### src/sbde_consts.vh
// constants for the secure boot digest engine
`ifndef SBDE_CONSTS_VH
`define SBDE_CONSTS_VH
// operation modes on op_mode
`define SBDE_MODE_RNG 2'h0
`define SBDE_MODE_DIGEST 2'h1
`define SBDE_MODE_CMP 2'h2
// stream geometry in 32-bit words
`define SBDE_IV_WORDS 6'h20
`define SBDE_HASH_WORDS 6'h10
`define SBDE_BLK_LAST 2'h3
// image padding: 128-byte alignment, pad byte value
`define SBDE_ALIGN_ADD 17'h0007F
`define SBDE_ALIGN_MASK 17'h1FF80
`define SBDE_PAD_BYTE 8'hFF
`define SBDE_PAD_WORD 32'hFFFFFFFF
`endif

### src/sbde_engine.v
// secure boot digest engine: random bytes, keyed image digest, digest compare
`timescale 1ns/10ps
`default_nettype none
`include "sbde_consts.vh"
// What this block does
// - a random mode streams words taken from the hardware random source to the output.
// - the digest is computed with the key held in fuse block 2.
// - a computed digest is only presented on the output if the synchronised done fuse reads 0 when the hash completes.
// - compare mode recomputes the digest and reports only match or mismatch.
// - compare mode works whatever the state of the done fuse.
// - a 128-byte random IV is placed in front of the image.
// - the image is padded with 0xFF up to the next 128-byte boundary.
// - each 16-byte plaintext block is byte-reversed before encryption.
// - each block is encrypted alone with a 256-bit key, no chaining.
// - each cipher block is byte-reversed and appended in order.
// - every 4-byte word of the ciphertext is byte-swapped.
// - the swapped ciphertext is hashed with SHA-512.
// - the digest is 192 bytes: the 128-byte IV then the 64-byte hash.
// - the raw 32-byte secret key is the encryption key.
module sbde_engine (
    input wire mclk,
    input wire sys_rst,
    input wire op_start,
    input wire [1:0] op_mode,
    input wire [15:0] op_len,
    output reg busy_reg,
    output reg done_reg,
    output reg match_reg,
    input wire secure_boot_done_fuse,
    input wire [255:0] fuse_key,
    input wire trng_valid,
    input wire [31:0] trng_data,
    input wire in_valid,
    input wire [31:0] in_data,
    output reg in_ready_reg,
    output reg out_valid_reg,
    output reg [31:0] out_data_reg,
    input wire out_ready,
    output reg aes_req_reg,
    output reg [255:0] aes_key_reg,
    output reg [127:0] aes_blk_reg,
    input wire aes_done,
    input wire [127:0] aes_res,
    output reg sha_init_reg,
    output reg sha_valid_reg,
    output reg [31:0] sha_data_reg,
    output reg sha_last_reg,
    input wire sha_ready,
    input wire sha_done,
    input wire [511:0] sha_hash
);
    // ----------------------------------------
    // states and helpers
    // ----------------------------------------
    localparam [3:0] ST_IDLE = 4'h0;
    localparam [3:0] ST_RNG = 4'h1;
    localparam [3:0] ST_IVGEN = 4'h2;
    localparam [3:0] ST_IVREF = 4'h3;
    localparam [3:0] ST_GATHER = 4'h4;
    localparam [3:0] ST_AES = 4'h5;
    localparam [3:0] ST_SHA = 4'h6;
    localparam [3:0] ST_HWAIT = 4'h7;
    localparam [3:0] ST_OUTIV = 4'h8;
    localparam [3:0] ST_OUTH = 4'h9;
    localparam [3:0] ST_CMP = 4'hA;
    localparam [3:0] ST_FIN = 4'hB;

    // swap the bytes of one word
    function [31:0] bswap32;
        input [31:0] w;
        begin
            bswap32 = {w[7:0], w[15:8], w[23:16], w[31:24]};
        end
    endfunction

    // reverse the 16 bytes of a block
    function [127:0] brev128;
        input [127:0] b;
        integer i;
        begin
            for (i = 0; i < 16; i = i + 1)
            begin
                brev128[i*8 +: 8] = b[(15-i)*8 +: 8];
            end
        end
    endfunction

    // word k of the hash in memory byte order
    function [31:0] hash_word;
        input [511:0] h;
        input [3:0] k;
        begin
            hash_word = bswap32(h[511 - k*32 -: 32]);
        end
    endfunction

    reg [3:0] state_reg;
    reg [1:0] mode_reg;
    reg [5:0] idx_reg;
    reg [1:0] wcnt_reg;
    reg [16:0] words_left_reg;
    reg [16:0] img_rem_reg;
    reg [15:0] rng_left_reg;
    reg [127:0] blk_reg;
    reg [127:0] ct_reg;
    reg [511:0] hash_reg;
    reg mis_reg;
    reg [31:0] iv_mem [0:31];
    reg fuse_meta_reg;
    reg fuse_sync_reg;
    reg [31:0] buf_tail_reg;
    reg [1:0] buf_cnt_reg;
    reg push;
    reg [31:0] push_data;
    reg [31:0] img_word;
    integer b;
    wire [16:0] pad_len;
    wire in_take;
    wire pop;
    wire can_push;

    // image length rounded up to the 128-byte boundary
    assign pad_len = ({1'b0, op_len} + `SBDE_ALIGN_ADD) & `SBDE_ALIGN_MASK;
    assign in_take = in_valid && in_ready_reg;
    assign pop = out_valid_reg && out_ready;
    assign can_push = (buf_cnt_reg != 2'h2);

    // ----------------------------------------
    // fuse pin synchroniser
    // ----------------------------------------
    always @(posedge mclk)
    begin
        if (sys_rst)
        begin
            fuse_meta_reg <= 1'b1;
            fuse_sync_reg <= 1'b1;
        end
        else
        begin
            fuse_meta_reg <= secure_boot_done_fuse;
            fuse_sync_reg <= fuse_meta_reg;
        end
    end

    // ----------------------------------------
    // producer side of the output buffer
    // ----------------------------------------
    always @*
    begin
        push = 1'b0;
        push_data = 32'h00000000;
        case (state_reg)
            ST_RNG:
            begin
                push = trng_valid && can_push && (rng_left_reg != 16'h0000);
                push_data = trng_data;
            end
            ST_OUTIV:
            begin
                push = can_push;
                push_data = iv_mem[idx_reg[4:0]];
            end
            ST_OUTH:
            begin
                push = can_push;
                push_data = hash_word(hash_reg, idx_reg[3:0]);
            end
            default:
            begin
                push = 1'b0;
            end
        endcase
    end

    // image word with bytes past the end forced to the pad value
    always @*
    begin
        img_word = in_data;
        for (b = 0; b < 4; b = b + 1)
        begin
            if (img_rem_reg <= b)
            begin
                img_word[b*8 +: 8] = `SBDE_PAD_BYTE;
            end
        end
    end

    // ----------------------------------------
    // two-entry output buffer, head drives the port
    // ----------------------------------------
    always @(posedge mclk)
    begin
        if (sys_rst)
        begin
            buf_cnt_reg <= 2'h0;
            out_valid_reg <= 1'b0;
            out_data_reg <= 32'h00000000;
            buf_tail_reg <= 32'h00000000;
        end
        else
        begin
            case ({push, pop})
                2'b10:
                begin
                    if (buf_cnt_reg == 2'h0)
                        out_data_reg <= push_data;
                    else
                        buf_tail_reg <= push_data;
                    buf_cnt_reg <= buf_cnt_reg + 2'h1;
                    out_valid_reg <= 1'b1;
                end
                2'b01:
                begin
                    out_data_reg <= buf_tail_reg;
                    buf_cnt_reg <= buf_cnt_reg - 2'h1;
                    out_valid_reg <= (buf_cnt_reg == 2'h2);
                end
                2'b11:
                begin
                    out_data_reg <= push_data; // only reachable with one entry held
                end
                default:
                begin
                    out_valid_reg <= (buf_cnt_reg != 2'h0);
                end
            endcase
        end
    end

    // ----------------------------------------
    // sequencer
    // ----------------------------------------
    always @(posedge mclk)
    begin
        if (sys_rst)
        begin
            state_reg <= ST_IDLE;
            mode_reg <= `SBDE_MODE_RNG;
            busy_reg <= 1'b0;
            done_reg <= 1'b0;
            match_reg <= 1'b0;
            in_ready_reg <= 1'b0;
            aes_req_reg <= 1'b0;
            aes_key_reg <= 256'h0;
            aes_blk_reg <= 128'h0;
            sha_init_reg <= 1'b0;
            sha_valid_reg <= 1'b0;
            sha_data_reg <= 32'h00000000;
            sha_last_reg <= 1'b0;
            idx_reg <= 6'h00;
            wcnt_reg <= 2'h0;
            words_left_reg <= 17'h0;
            img_rem_reg <= 17'h0;
            rng_left_reg <= 16'h0000;
            blk_reg <= 128'h0;
            ct_reg <= 128'h0;
            hash_reg <= 512'h0;
            mis_reg <= 1'b0;
        end
        else
        begin
            done_reg <= 1'b0;
            sha_init_reg <= 1'b0;
            in_ready_reg <= 1'b0;
            case (state_reg)
                ST_IDLE:
                begin
                    if (op_start)
                    begin
                        busy_reg <= 1'b1;
                        match_reg <= 1'b0;
                        mis_reg <= 1'b0;
                        mode_reg <= op_mode;
                        idx_reg <= 6'h00;
                        wcnt_reg <= 2'h0;
                        rng_left_reg <= op_len;
                        img_rem_reg <= {1'b0, op_len};
                        words_left_reg <= {11'h000, `SBDE_IV_WORDS} + {2'b00, pad_len[16:2]};
                        aes_key_reg <= fuse_key;
                        if (op_mode == `SBDE_MODE_DIGEST)
                        begin
                            sha_init_reg <= 1'b1;
                            state_reg <= ST_IVGEN;
                        end
                        else if (op_mode == `SBDE_MODE_CMP)
                        begin
                            sha_init_reg <= 1'b1;
                            state_reg <= ST_IVREF;
                        end
                        else
                            state_reg <= ST_RNG;
                    end
                end
                ST_RNG:
                begin
                    if (push)
                        rng_left_reg <= rng_left_reg - 16'h0001;
                    else if (rng_left_reg == 16'h0000 && buf_cnt_reg == 2'h0)
                        state_reg <= ST_FIN;
                end
                ST_IVGEN:
                begin
                    if (trng_valid)
                    begin
                        iv_mem[idx_reg[4:0]] <= trng_data;
                        idx_reg <= idx_reg + 6'h01;
                        if (idx_reg == `SBDE_IV_WORDS - 6'h01)
                        begin
                            idx_reg <= 6'h00;
                            state_reg <= ST_GATHER;
                        end
                    end
                end
                ST_IVREF:
                begin
                    in_ready_reg <= !in_take && (idx_reg != `SBDE_IV_WORDS - 6'h01);
                    if (in_take) // the reference IV seeds the recompute
                    begin
                        iv_mem[idx_reg[4:0]] <= in_data;
                        idx_reg <= idx_reg + 6'h01;
                        if (idx_reg == `SBDE_IV_WORDS - 6'h01)
                        begin
                            idx_reg <= 6'h00;
                            state_reg <= ST_GATHER;
                        end
                    end
                    else
                        in_ready_reg <= 1'b1;
                end
                ST_GATHER:
                begin
                    // IV words first, then image words, then pure pad words
                    if (idx_reg != `SBDE_IV_WORDS)
                    begin
                        blk_reg <= {blk_reg[95:0], bswap32(iv_mem[idx_reg[4:0]])};
                        idx_reg <= idx_reg + 6'h01;
                        wcnt_reg <= wcnt_reg + 2'h1;
                        words_left_reg <= words_left_reg - 17'h1;
                    end
                    else if (img_rem_reg == 17'h0)
                    begin
                        blk_reg <= {blk_reg[95:0], `SBDE_PAD_WORD};
                        wcnt_reg <= wcnt_reg + 2'h1;
                        words_left_reg <= words_left_reg - 17'h1;
                    end
                    else if (in_take)
                    begin
                        blk_reg <= {blk_reg[95:0], bswap32(img_word)};
                        wcnt_reg <= wcnt_reg + 2'h1;
                        words_left_reg <= words_left_reg - 17'h1;
                        img_rem_reg <= (img_rem_reg > 17'h4) ? img_rem_reg - 17'h4 : 17'h0;
                    end
                    else
                        in_ready_reg <= 1'b1;
                    if (wcnt_reg == `SBDE_BLK_LAST && (idx_reg != `SBDE_IV_WORDS
                        || img_rem_reg == 17'h0 || in_take))
                        state_reg <= ST_AES;
                end
                ST_AES:
                begin
                    // one block at a time, nothing carried between blocks
                    aes_req_reg <= !aes_done;
                    aes_blk_reg <= brev128(blk_reg);
                    if (aes_done)
                    begin
                        ct_reg <= brev128(aes_res);
                        sha_valid_reg <= 1'b1;
                        sha_data_reg <= bswap32({aes_res[7:0], aes_res[15:8],
                            aes_res[23:16], aes_res[31:24]});
                        sha_last_reg <= 1'b0;
                        wcnt_reg <= 2'h0;
                        state_reg <= ST_SHA;
                    end
                end
                ST_SHA:
                begin
                    if (sha_ready)
                    begin
                        wcnt_reg <= wcnt_reg + 2'h1;
                        if (wcnt_reg == `SBDE_BLK_LAST)
                        begin
                            sha_valid_reg <= 1'b0;
                            sha_last_reg <= 1'b0;
                            state_reg <= (words_left_reg == 17'h0) ? ST_HWAIT : ST_GATHER;
                        end
                        else
                        begin
                            sha_data_reg <= bswap32(ct_reg[95 - wcnt_reg*32 -: 32]);
                            sha_last_reg <= (wcnt_reg == 2'h2) && (words_left_reg == 17'h0);
                        end
                    end
                end
                ST_HWAIT:
                begin
                    if (sha_done)
                    begin
                        hash_reg <= sha_hash;
                        idx_reg <= 6'h00;
                        if (mode_reg == `SBDE_MODE_CMP)
                            state_reg <= ST_CMP;
                        else if (!fuse_sync_reg)
                            state_reg <= ST_OUTIV;
                        else
                            state_reg <= ST_FIN;
                    end
                end
                ST_OUTIV:
                begin
                    if (push)
                    begin
                        idx_reg <= idx_reg + 6'h01;
                        if (idx_reg == `SBDE_IV_WORDS - 6'h01)
                        begin
                            idx_reg <= 6'h00;
                            state_reg <= ST_OUTH;
                        end
                    end
                end
                ST_OUTH:
                begin
                    if (push)
                    begin
                        idx_reg <= idx_reg + 6'h01;
                        if (idx_reg == `SBDE_HASH_WORDS - 6'h01)
                            state_reg <= ST_FIN;
                    end
                end
                ST_CMP:
                begin
                    in_ready_reg <= !in_take && (idx_reg != `SBDE_HASH_WORDS - 6'h01);
                    if (in_take) // only the verdict leaves the block
                    begin
                        if (in_data != hash_word(hash_reg, idx_reg[3:0]))
                            mis_reg <= 1'b1;
                        idx_reg <= idx_reg + 6'h01;
                        if (idx_reg == `SBDE_HASH_WORDS - 6'h01)
                            state_reg <= ST_FIN;
                    end
                    else
                        in_ready_reg <= 1'b1;
                end
                ST_FIN:
                begin
                    if (buf_cnt_reg == 2'h0)
                    begin
                        busy_reg <= 1'b0;
                        done_reg <= 1'b1;
                        match_reg <= (mode_reg == `SBDE_MODE_CMP) && !mis_reg;
                        state_reg <= ST_IDLE;
                    end
                end
                default:
                begin
                    state_reg <= ST_IDLE;
                end
            endcase
        end
    end
endmodule // sbde_engine
`default_nettype wire

### config.mk
export PLATFORM = sky130hd
export DESIGN_NAME = sbde_engine
export DESIGN_NICKNAME = d
export VERILOG_FILES = /design/src/sbde_engine.v
export VERILOG_INCLUDE_DIRS = /design/src
export SDC_FILE = /design/constraint.sdc
export NUM_CORES = 2
export LEC_CHECK = 0
export CORE_MARGIN = 8
export CORE_UTILIZATION = 30
export DETAILED_ROUTE_END_ITERATION = 8
export DONT_BUFFER_PORTS = 1
export GPL_ROUTABILITY_DRIVEN = 0
export GPL_TIMING_DRIVEN = 0
export PLACE_DENSITY_LB_ADDON = 0.1
export SLEW_MARGIN = 20
export SYNTH_ARGS = -nofsm -noshare
export SYNTH_HDL_FRONTEND = slang
export SYNTH_SLANG_ARGS = --single-unit
### constraint.sdc
create_clock -name mclk -period 9.7 [get_ports mclk]
set_input_delay 1.94 -clock mclk [delete_from_list [all_inputs] [get_ports mclk]]
set_output_delay 1.94 -clock mclk [all_outputs]
set_load 0.005 [all_outputs]
==> reports/results.tsv <==
stage	metric	value	unit
critical_path	crit_required	10.48	ns
yosys	ys_seq_area_share	61.3	%
clocking	ctsHoldBuffers	0	
drt	drt_iter0_drc	10400	
clocking	cts-root-buf	clkbuf_16	
yosys	ys.flop_type	dfxtp_1	
yosys	synthArstFlopShare	0	%
clocking	htree_num_levels	5	
timing	setup-violations-final	0	
floorplanning	rows	205	
clocking	cts_made_buffers	277	
critical_path	worstSetupPathType	reg2reg	
clocking	cts_tree	done	
grt	antenna_found_initial	265	
timing	timing.final.crit_share	69.4	%
power	seqPwrFrac	42.6	%
yosys	synth_xor_area_share	0.365	%
critical_path	start_kind	register	
critical_path	end_kind	register	
yosys	netlist_top_cells_count	2426 x nand2_1, 1331 x dfxtp_1, 1225 x a21oi_1	
grt	grtUsageTotal	30.7	%
yosys	post_synth_fa_ha_maj_area_fraction	0.225	%
timing	fmax	149	MHz
grt	grt_pass1_wl	681	mm
timing	layout_min_cycle_time	6.73	ns
timing	slew_headroom	9.38	%
placement	dp_hpwl	427	mm
yosys	yosysMostFrequentCell	nand2_1	
floorplanning	die_w	575	um
clocking	clk_pin_slew	0.06	ns
timing	worst_pin_slew	1.35	ns
run_status	violations	design-rule violations	
critical_path	worstPathArrival	7.51	ns
drt	vias	74800	
yosys	synth_cells	8305	
yosys	synth_simple_gate_area_share	12.1	%
floorplanning	pin_count	1445	
floorplanning	dieHeight	575	um
yosys	syn-num-nets	9309	
yosys	synth_top_family_by_area	multiplexers	
power	p_int	18600	uW
grt	grt_overflow	0	
timing	hold_slack	0.453	ns
power	max-vdd-ir-drop	0.000130	V
power	power_switching	8490	uW
floorplanning	start_util	30.1	%
power	comb_power_share	18.7	%
yosys	syn_avg_cell_area	11.3	um2
layout	syn_to_final_growth	17.8	%
layout	drive_above_1_share	13.3	%
critical_path	crit_fanout	11	
layout	n_fill_cell	31200	
power	swShare	31.4	%
yosys	synth_seq_cells	2355	
timing	skew	0.0683	ns
layout	utilization	35.4	%
layout	nets	9714	
yosys	synth_top_cell_area_share	32.8	%
power	power_density	246	nW/um2
yosys	synth_area_leaders	edfxtp_1 33%, dfxtp_1 28%, mux4_2 11%	
drt	ant_nets	0	
drt	firstDrtPassIters	9	
timing	rsz0062_at_grt	no	
yosys	yosys.area.top_type	edfxtp_1	
yosys	synth.area.mux_share	12.8	%
yosys	synth_compound_area_share	10.4	%
timing	drv_slew	0	
drt	drc	14	
hold_path	hold_path_class	reg2reg	
yosys	yosys_warnings	0	
yosys	netlist_area	93600	um2
clocking	cts_setup_buffers	0	
floorplanning	die-area	330000	um2
floorplanning	core_area	311000	um2
power	pwr-share-clk	38.7	%
layout	largest_reg_flops	1024	
flow_run	max-cap-violations	0	
clocking	clockBufferDepth	4	
clocking	cts.sinks	2355	
drt	viasPerCell	5.63	
clocking	insertion_delay	0.90	ns
grt	grt_max_degree	33	
drt	wire_per_inst	40.0	um
timing	hold_violations	0	
placement	numPortBuffers	0	
grt	grt_pass1_vias	69600	
run_status	status	complete, but fails checks	
power	p_leak	0.0338	uW
yosys	synth_edf_count	1024	
drt	wl	531	mm
clocking	ctsResizeCount	0	
yosys	synth.distinct_cells	76	
[cells in the final DEF (no fill, tap or decap), types with 102 or more instances in the layout]
cell type | Yosys | layout
nand2_1 | 2426 | 2426
edfxtp_1 | 1024 | 1024
dfxtp_1 | 1331 | 1331
clkbuf_16 | 0 | 287
mux2i_1 | 102 | 102
clkbuf_1 | 524 | 582
o21ai_0 | 133 | 128
nor2_1 | 220 | 198
a211oi_1 | 104 | 104
mux4_2 | 451 | 451
a21oi_1 | 1225 | 1225
diode_2 | 0 | 222
[stage by stage]
step / cells / power, uW / TNS (ns) / area (um2) / setup WS, ns
2_1_floorplan: 8305 / 14500 / 0 / 93600 / 4.04
3_3_place_gp: 12400 / 16600 / -588.96 / 98800 / -1.97
3_5_place_dp: 12600 / 16700 / 0 / 101000 / 3.19
4_1_cts: 13100 / 27100 / 0 / 110000 / 3.15
5_1_grt: 13200 / 27900 / 0 / 110000 / 2.98
6_report: 13300 / 27100 / 0 / 110000 / 2.97
[path summary, 6_finish.rpt]
kind,start,endpoint,slack [ns],depth (start not counted)
worst max-delay path,idx_reg[0],blk_reg[123],2.97,14
worst min-delay path,ct_reg[119],ct_reg[119],0.45,2
worst max register to register,idx_reg[0],blk_reg[123],2.97,14
worst min register to register,ct_reg[119],ct_reg[119],0.45,2
[layer usage]
| metal | vias up | wire length (um) | track usage [%] |
|---|---|---|---|
| li1 | 30900 | - | - |
| met5 | - | 606 | 0 |
| met3 | 1223 | 59000 | 11.5 |
| met2 | 4347 | 238000 | 47.5 |
| met4 | 90 | 39900 | 20.1 |
| met1 | 38300 | 193000 | 35.6 |
[worst max-delay path, stage by stage (launching register included)]
cell,delay (ns)
dfxtp_1,0.37
buf_4,0.31
buf_2,0.39
inv_1,0.29
buf_2,0.44
buf_1,0.77
ha_1,0.35
nand3_1,0.62
a41o_1,0.45
buf_2,0.24
o21ai_2,0.62
clkbuf_1,0.89
clkbuf_1,0.52
nand2_1,0.12
a21oi_1,0.15
[layout make-up]
type,count,area [um2],share of cell area [%]
Sequential cell,2355,57400,52.1
Antenna cell,222,556,0.504
Inverter,35,131,0.119
Clock buffer,405,8070,7.32
Tap cell,4140,5180,4.70
Multi-Input combinational cell,5287,33800,30.7
Timing Repair Buffer,126,1710,1.55
Buffer,628,2500,2.27
Clock inverter,78,855,0.775
[power by group through the flow]
stage	sequential (uW)	clock (uW)	combinational [uW]
global route	11500	11000	5370
global placement	11700	0	4920
CTS	11500	10600	4990
finish	11500	10500	5050
detailed placement	11700	0	4980
floorplan	11300	0	3200
[cell families after synthesis]
logic type / after synthesis
buf+inv: 663
simple gates: 2880
xor+xnor: 39
compound gates: 1725
fa+ha+maj: 17
flops: 2355
mux: 626
Note: power is estimated with default switching activity, not from simulation.
